$ cat src/shared/sgr_pkg.sv
// Constants and types of the single-wire grayscale receiver
`default_nettype none
package sgr_pkg;
  localparam int unsigned CLK_MHZ = 125;
  localparam int unsigned PERIOD_MIN_NS = 1660;
  localparam int unsigned PERIOD_MAX_NS = 50000;
  // Least time rounds up, longest time rounds down
  localparam int unsigned PERIOD_MIN_CYC =
    (PERIOD_MIN_NS * CLK_MHZ + 999) / 1000;
  localparam int unsigned PERIOD_MAX_DEF = PERIOD_MAX_NS * CLK_MHZ / 1000;
  localparam int unsigned TIMER_W = 20;
  localparam int unsigned EOS_SHIFT = 2;
  localparam int unsigned LATCH_SHIFT = 3;
  localparam int unsigned PKT_W = 32;
  localparam int unsigned CHAN_W = 8;
  localparam int unsigned NUM_CHAN = 3;
  localparam int unsigned DATA_W = CHAN_W * NUM_CHAN;
  localparam int unsigned CMD_LSB = 24;
  localparam logic [CHAN_W-1:0] WRITE_CMD = 8'h3a;
  localparam logic [1:0] MEAS_ZEROS = 2'h2;
  localparam int unsigned PWM_DIV_DEF = 21;
  localparam int unsigned FIFO_DEPTH_DEF = 16;

  typedef enum logic [1:0] {
    SGR_IDLE = 2'b00,
    SGR_MEASURE = 2'b01,
    SGR_DECODE = 2'b10,
    SGR_FORWARD = 2'b11
  } sgr_state_t;

  // Channel i (first, second, third) sits at bits 16, 8, 0
  function automatic int unsigned sgr_chan_lsb(input int unsigned i);
    return (NUM_CHAN - 1 - i) * CHAN_W;
  endfunction
endpackage
`default_nettype wire

$ cat src/shared/sgr_stream_if.sv
// Valid/ready carrier between receiver modules
`timescale 1ns/1ns
`default_nettype none
interface sgr_stream_if #(parameter int unsigned W = 1) ();
  logic valid;
  logic ready;
  logic [W-1:0] data;
  modport src (output valid, output data, input ready);
  modport snk (input valid, input data, output ready);
endinterface // sgr_stream_if
`default_nettype wire

$ cat src/core/sgr_fifo.sv
// Bit FIFO between the edge decoder and the shifter
`timescale 1ns/1ns
`default_nettype none
module sgr_fifo #(
  parameter int unsigned W = 1,
  parameter int unsigned DEPTH = 16
) (
  input wire logic clk,
  input wire logic rst,
  sgr_stream_if.snk wr,
  sgr_stream_if.src rd
);
  localparam int unsigned AW = $clog2(DEPTH);
  logic [W-1:0] mem [DEPTH];
  logic [AW:0] wptr, next_wptr;
  logic [AW:0] rptr, next_rptr;
  logic full;
  logic empty;
  logic push;
  logic pop;

  assign empty = (wptr == rptr);
  assign full = (wptr[AW] != rptr[AW]) && (wptr[AW-1:0] == rptr[AW-1:0]);
  assign wr.ready = !full;
  assign rd.valid = !empty;
  assign rd.data = mem[rptr[AW-1:0]];
  assign push = wr.valid && !full;
  assign pop = rd.ready && !empty;

  always_comb begin
    next_wptr = wptr;
    next_rptr = rptr;
    if (push) begin
      next_wptr = wptr + 1'b1;
    end
    if (pop) begin
      next_rptr = rptr + 1'b1;
    end
  end

  always_ff @(posedge clk) begin
    if (rst) begin
      wptr <= '0;
      rptr <= '0;
    end else begin
      wptr <= next_wptr;
      rptr <= next_rptr;
    end
  end

  // Storage needs no reset; pointers guard it
  always_ff @(posedge clk) begin
    if (push) begin
      mem[wptr[AW-1:0]] <= wr.data;
    end
  end
endmodule // sgr_fifo
`default_nettype wire

$ cat src/core/sgr_pwm.sv
// Grayscale latch and three-channel modulator
`timescale 1ns/1ns
`default_nettype none
module sgr_pwm
  import sgr_pkg::*;
(
  input wire logic clk,
  input wire logic rst,
  input wire logic tick,
  input wire logic load,
  input wire logic [DATA_W-1:0] data,
  output logic [NUM_CHAN-1:0] led
);
  logic [DATA_W-1:0] level, next_level;
  logic [CHAN_W-1:0] count, next_count;
  logic [NUM_CHAN-1:0] next_led;
  logic [NUM_CHAN-1:0] on_cond;

  for (genvar i = 0; i < NUM_CHAN; i++) begin : g_ch
    assign on_cond[i] = (count != '0) &&
      (count <= level[sgr_chan_lsb(i) +: CHAN_W]);
  end

  always_comb begin
    next_level = level;
    next_count = count;
    next_led = on_cond;
    if (load) begin
      next_level = data;
      next_count = '0;
      next_led = '0;
    end else if (tick) begin
      next_count = count + 8'h01;
    end
  end

  always_ff @(posedge clk) begin
    if (rst) begin
      level <= '0;
      count <= '0;
      led <= '0;
    end else begin
      level <= next_level;
      count <= next_count;
      led <= next_led;
    end
  end
endmodule // sgr_pwm
`default_nettype wire

$ cat src/core/sgr_top.sv
// Single-wire grayscale receiver top
`timescale 1ns/1ns
`default_nettype none
module sgr_top
  import sgr_pkg::*;
#(
  parameter int unsigned PERIOD_MAX_CYC = PERIOD_MAX_DEF,
  parameter int unsigned PWM_DIV = PWM_DIV_DEF,
  parameter int unsigned FIFO_DEPTH = FIFO_DEPTH_DEF
) (
  input wire logic ref_clk,
  input wire logic rst,
  input wire logic serial_line_in,
  output logic serial_line_out,
  output logic [NUM_CHAN-1:0] led_sink_output
);
  localparam logic [TIMER_W-1:0] MIN_P = TIMER_W'(PERIOD_MIN_CYC);
  localparam logic [TIMER_W-1:0] MAX_P = TIMER_W'(PERIOD_MAX_CYC);
  localparam int unsigned DIV_W = $clog2(PWM_DIV + 1);
  localparam logic [DIV_W-1:0] DIV_LAST = DIV_W'(PWM_DIV - 1);

  function automatic logic [TIMER_W-1:0] sat_inc(
    input logic [TIMER_W-1:0] v
  );
    return (&v) ? v : v + 1'b1;
  endfunction

  sgr_stream_if #(.W(1)) bit_in ();
  sgr_stream_if #(.W(1)) bit_out ();

  sgr_state_t state, next_state;
  logic line_q, next_line_q;
  logic [TIMER_W-1:0] edge_timer, next_edge_timer;
  logic [TIMER_W-1:0] low_timer, next_low_timer;
  logic [TIMER_W-1:0] period, next_period;
  logic [TIMER_W-1:0] eos_lim;
  logic [TIMER_W-1:0] latch_lim;
  logic [1:0] zero_pend, next_zero_pend;
  logic bit_pend, next_bit_pend;
  logic bit_val, next_bit_val;
  logic next_out;
  logic rise;
  logic push_fire;
  logic latch_req;
  logic [PKT_W-1:0] shreg, next_shreg;
  logic latch_pend, next_latch_pend;
  logic load, next_load;
  logic [DIV_W-1:0] div_cnt, next_div_cnt;
  logic tick, next_tick;

  assign rise = serial_line_in && !line_q;
  assign eos_lim = period << EOS_SHIFT;
  assign latch_lim = period << LATCH_SHIFT;

  // Zeros from measurement go ahead of any data bit
  assign bit_in.valid = (zero_pend != 2'h0) || bit_pend;
  assign bit_in.data = (zero_pend != 2'h0) ? 1'b0 : bit_val;
  assign push_fire = bit_in.valid && bit_in.ready;
  assign latch_req = (state == SGR_FORWARD) && (low_timer == latch_lim);

  always_comb begin
    next_line_q = serial_line_in;
    next_edge_timer = rise ? '0 : sat_inc(edge_timer);
    next_low_timer = serial_line_in ? '0 : sat_inc(low_timer);
    next_state = state;
    next_period = period;
    next_zero_pend = zero_pend;
    next_bit_pend = bit_pend;
    next_bit_val = bit_val;
    if (push_fire) begin
      if (zero_pend != 2'h0) begin
        next_zero_pend = zero_pend - 2'h1;
      end else begin
        next_bit_pend = 1'b0;
      end
    end
    case (state)
      SGR_IDLE: begin
        // Hold off until the pending latch has been served
        if (rise && !latch_pend) begin
          next_state = SGR_MEASURE;
        end
      end
      SGR_MEASURE: begin
        if (rise) begin
          if (edge_timer >= MIN_P && edge_timer <= MAX_P) begin
            next_period = edge_timer;
            next_zero_pend = MEAS_ZEROS;
            next_state = SGR_DECODE;
          end
        end else if (edge_timer > MAX_P) begin
          next_state = SGR_IDLE;
        end
      end
      SGR_DECODE: begin
        if (rise) begin
          next_bit_pend = 1'b1;
          next_bit_val = (edge_timer < (period >> 1));
        end else if (low_timer == eos_lim) begin
          next_state = SGR_FORWARD;
        end
      end
      SGR_FORWARD: begin
        if (latch_req) begin
          next_state = SGR_IDLE;
        end
      end
      default: begin
        next_state = SGR_IDLE;
      end
    endcase
    next_out = (next_state == SGR_FORWARD) && serial_line_in;
  end

  always_ff @(posedge ref_clk) begin
    if (rst) begin
      state <= SGR_IDLE;
      line_q <= 1'b0;
      edge_timer <= '0;
      low_timer <= '0;
      period <= '0;
      zero_pend <= 2'h0;
      bit_pend <= 1'b0;
      bit_val <= 1'b0;
      serial_line_out <= 1'b0;
    end else begin
      state <= next_state;
      line_q <= next_line_q;
      edge_timer <= next_edge_timer;
      low_timer <= next_low_timer;
      period <= next_period;
      zero_pend <= next_zero_pend;
      bit_pend <= next_bit_pend;
      bit_val <= next_bit_val;
      serial_line_out <= next_out;
    end
  end

  // Drain one bit per modulator tick; the FIFO soaks up the gap
  assign bit_out.ready = tick;

  always_comb begin
    next_shreg = shreg;
    next_latch_pend = latch_pend;
    next_load = 1'b0;
    if (bit_out.valid && bit_out.ready) begin
      next_shreg = {shreg[PKT_W-2:0], bit_out.data};
    end
    if (latch_req) begin
      next_latch_pend = 1'b1;
    end else if (latch_pend && !bit_out.valid) begin
      next_latch_pend = 1'b0;
      next_load = (shreg[PKT_W-1:CMD_LSB] == WRITE_CMD);
    end
  end

  always_ff @(posedge ref_clk) begin
    if (rst) begin
      shreg <= '0;
      latch_pend <= 1'b0;
      load <= 1'b0;
    end else begin
      shreg <= next_shreg;
      latch_pend <= next_latch_pend;
      load <= next_load;
    end
  end

  // Tick divider stands in for the internal oscillator
  always_comb begin
    next_tick = (div_cnt == DIV_LAST);
    next_div_cnt = next_tick ? '0 : div_cnt + 1'b1;
  end

  always_ff @(posedge ref_clk) begin
    if (rst) begin
      div_cnt <= '0;
      tick <= 1'b0;
    end else begin
      div_cnt <= next_div_cnt;
      tick <= next_tick;
    end
  end

  sgr_fifo #(.W(1), .DEPTH(FIFO_DEPTH)) u_fifo (
    .clk(ref_clk),
    .rst(rst),
    .wr(bit_in),
    .rd(bit_out)
  );

  sgr_pwm u_pwm (
    .clk(ref_clk),
    .rst(rst),
    .tick(tick),
    .load(load),
    .data(shreg[DATA_W-1:0]),
    .led(led_sink_output)
  );
endmodule // sgr_top
`default_nettype wire

$ cat config.mk
export PLATFORM = sky130hd
export DESIGN_NAME = sgr_top
export DESIGN_NICKNAME = d
export VERILOG_FILES = /design/src/shared/sgr_pkg.sv /design/src/shared/sgr_stream_if.sv /design/src/core/sgr_fifo.sv /design/src/core/sgr_pwm.sv /design/src/core/sgr_top.sv
export SDC_FILE = /design/constraint.sdc
export NUM_CORES = 1
export LEC_CHECK = 0
export BUFFER_PORTS_ARGS = -buffer_cell sky130_fd_sc_hd__buf_2
export CAP_MARGIN = 40
export CORE_MARGIN = 4
export CORE_UTILIZATION = 42
export DETAILED_ROUTE_END_ITERATION = 7
export GPL_TIMING_DRIVEN = 0
export PLACE_DENSITY = 0.56
export RECOVER_POWER = 25
export SYNTH_ARGS = -nofsm -noshare
export SYNTH_HDL_FRONTEND = slang
export SYNTH_SLANG_ARGS = --single-unit
$ cat constraint.sdc
create_clock -name ref_clk -period 3.5 [get_ports ref_clk]
set_input_delay 0.7 -clock ref_clk [delete_from_list [all_inputs] [get_ports ref_clk]]
set_output_delay 0.7 -clock ref_clk [all_outputs]
set_load 0.1 [all_outputs]
==> results.toml <==
[routing]
num_vias = 6294
viasPerCell = 5.092
drt_drc_violations_left = 0
ant_nets = 0
drt_iter0_markers = 247
wire_per_inst_um = 14.30
drt_first_pass_iters = 5
wl_mm = 17.67

[synth]
synth-seq-cells = 169
synth_cells = 933
synth-xor-area-share_pct = 8.522
synth.distinct_cells = 51
syn_nets = 991
synth_compound_area_share_pct = 8.102
synth_edf_count = 16
async_reset_ff_share_pct = 0
synthMuxAreaShare_pct = 6.403
yosysWarnings = 0
synth-simple-area-share_pct = 20.82
syn_area_sq_um = 8324
synth_top_family_by_area = "simple AND/OR/NAND/NOR gates"
synthAdderAreaFrac_pct = 8.267
synth.avg_cell_area_sq_um = 8.922
ys.flop_type = "dfxtp_1"
synth-seq-area-share_pct = 42.57

[timing]
grt_setup_unrepaired = "false"
holdWs_ps = 458.2
fin_setup_tns_ps = 0
hold_viol = 0
finClkSkew_ps = 13.50
timing.fmax_mhz = 345.2
setup_viol = 0
maxSlewViolCount = 17
period_share_pct = 82.77
maxSlewHeadroom_pct = -1.778
fin_ws_ps = 603.1
worstMarginPinSlew_ps = 1523
fin_crit_ps = 2897

[pwr]
p_int_mw = 2.999
clockPowerShare_pct = 47.3
power_frac_seq_pct = 50.9
switching_share_pct = 22.34
power.density_nw_per_um2 = 418.0
p_comb_share_pct = 1.9
leakage_nw = 3.390
p_sw_mw = 0.8630
ir_worst_vdd_uv = 273.8

[status]
status = "finished with violations"
violations = "max-capacitance violations, max-slew violations"

[global_routing]
first_global_vias = 6149
grt_first_pass_wirelength_mm = 30.64
grt_overflow = 0
track_usage_pct = 16.99
antenna_found_initial = 0
grt_max_degree = 17

[placed_design]
place_area_sq_um = 8691
dp_slack_ps = 684.4
port_buffers = 6
hpwl_mm = 12.82
dp_cells = 1204
gp_congestion = 0.7858

[cells_and_area]
antennaDiodeCount = 0
nets = 1016
instances_no_fill = 1236
syn_to_final_growth_pct = 10.99
drive_gt1_share_pct = 5.767
fin_area_sq_um = 9239

[critical_path]
r2r-start = "edge_timer[7]$_SDFFE_PP0N_"
crit_slowest_cell = "or4_1"
path_class = "reg -> reg"
path_cells = "buf_6, or4_1, or4_1, o311a_2, nor4_4, a21oi_1, nor4b_1"
worstPathMaxFanout = 8
worst_setup_path_start_kind = "register"
cp.required_ps = 3760
reg2reg_depth = 7
cp.arrival_ps = 3160
worstSetupEndpointType = "register"
r2r_setup_slack_ps = 600
critPathMostFrequentCell = "or4_1"
worstReg2RegEnd = "serial_line_out$_SDFF_PP0_"
slowest_delay_ps = 510

[clocking]
cts.hold.buffers_added = 0
post_cts_resized = 0
cts_setup_buffers = 0
insertion_delay_ps = 430
cts_buffers = 17
cts_max_level = 4
cts_tree = "built"
cts_num_sinks = 169
clockBufferDepth = 2
clk_pin_slew_worst_paths_ps = 70
cts_root_buf = "clkbuf_16"

[worst_hold_path]
min_to = "bit_val$_SDFFE_PP0P_"
holdPathStages = 2
min_from = "bit_val$_SDFFE_PP0P_"
hold_path.class = "reg -> reg"

[floorplanning]
initial_core_util_pct = 42.77
ioPinCount = 7
row_count = 51
die_w_um = 148.8
core_area_sq_um = 19460
fp.dieH_um = 148.8
fp.dieArea_sq_um = 22140

[flow_run]
maxCapViolCount = 1
## flip-flops by register name, indices dropped and copies added, names as in the netlist, 2 cells and up
| register | flops |
|---|---|
| shreg | 32 |
| u_fifo.mem | 16 |
| state | 2 |
| div_cnt | 5 |
| period | 20 |
| low_timer | 20 |
| edge_timer | 20 |
| u_pwm.level | 24 |
| u_fifo.rptr | 5 |
| u_pwm.led | 3 |
| u_pwm.count | 8 |
| u_fifo.wptr | 5 |
| zero_pend | 2 |
## stage by stage
step	power, mW	util (%)
after detailed placement	2.084	44.65
after global placement	2.084	44.63
after floorplan	2.057	-
after global routing	3.998	47.47
final	3.862	47.47
after CTS	3.916	47.60
## synth_stat cells (6+ instances only)
| cell | number | area, sq um |
|---|---|---|
| nor4b_1 | 6 | 52.55 |
| edfxtp_1 | 16 | 480.5 |
| a31oi_1 | 7 | 43.79 |
| nand2b_1 | 6 | 37.54 |
| inv_1 | 56 | 210.2 |
| a21o_1 | 13 | 97.59 |
| clkbuf_1 | 35 | 131.4 |
| nor2_1 | 122 | 457.9 |
| and3_1 | 11 | 68.82 |
| mux2i_1 | 42 | 420.4 |
| nand3_1 | 26 | 130.1 |
| ha_1 | 55 | 688.2 |
| xnor2_1 | 35 | 306.5 |
| dfxtp_1 | 153 | 3063 |
| nor3_1 | 25 | 125.1 |
| and4_1 | 7 | 61.31 |
| a21oi_1 | 60 | 300.3 |
| o21ai_0 | 12 | 60.06 |
| xor2_1 | 46 | 402.9 |
| nor4_1 | 10 | 62.56 |
| nand2_1 | 103 | 386.6 |
| nand4_1 | 24 | 150.1 |
## placed cells by master, fill, tap and decap left out, types with 16 or more instances in the layout
cell,synthesis,layout
mux2i_1,42,42
dfxtp_1,153,153
clkbuf_1,35,41
a21oi_1,60,60
nor2_1,122,122
clkbuf_16,0,17
nand2_1,103,103
xnor2_1,35,35
nand3_1,26,26
ha_1,55,55
nor3_1,25,25
nand4_1,24,24
inv_1,56,56
edfxtp_1,16,16
xor2_1,46,46
## worst max-delay path, delay by kind of cell, from the launching register on
kind            cells  cell delay (ps)
flops               1              340
buf+inv             1              140
simple gates        4             1940
compound gates      2              310
## cell type report
class	instances	area, sq um
tap	265	331.6
timing repair buffer	6	27.53
clock buffer	19	452.9
sequential	169	3543
clock inverter	13	120.1
buffer	47	215.2
inverter	56	210.2
multi-input combinational	661	4338
fill	1918	10220
## logic make-up after synthesis
group | Yosys count
XOR/XNOR | 81
flip-flops | 169
multiplexers | 47
AO/OA/AOI/OAI | 112
adder cells (fa/ha/maj) | 55
AND/OR/NAND/NOR | 366
buffers and inverters | 103
## power by group through the flow
stage / clock network (mW) / logic (mW) / registers, mW
floorplan: 0 / 0.0514 / 2.01
global placement: 0 / 0.0753 / 2.01
detailed placement: 0 / 0.0758 / 2.01
CTS: 1.88 / 0.0762 / 1.96
global route: 1.95 / 0.0821 / 1.97
finish: 1.83 / 0.0715 / 1.97
## metal layers
layer	track usage [%]	part of all wire (%)	wire length [um]
met3	2.917	2.1	365
met2	26.57	45	7914
met1	24.32	52	9196
met4	4.805	1.1	195
met5	0	0	0
## worst max-delay path by stage
stage | start | to | slack, ps
after detailed placement | edge_timer[7]$_SDFFE_PP0N_ | serial_line_out$_SDFF_PP0_ | 680
after global placement | edge_timer[7]$_SDFFE_PP0N_ | serial_line_out$_SDFF_PP0_ | 660
final | edge_timer[7]$_SDFFE_PP0N_ | serial_line_out$_SDFF_PP0_ | 600
after floorplan | edge_timer[7]$_SDFFE_PP0N_ | period[0]$_SDFFE_PP0P_ | 960
after global routing | u_fifo.rptr[0]$_SDFFE_PP0P_ | shreg[10]$_SDFFE_PP0P_ | 420
after CTS | edge_timer[7]$_SDFFE_PP0N_ | serial_line_out$_SDFF_PP0_ | 650
No activity file was read; power rests on OpenSTA's default activity.
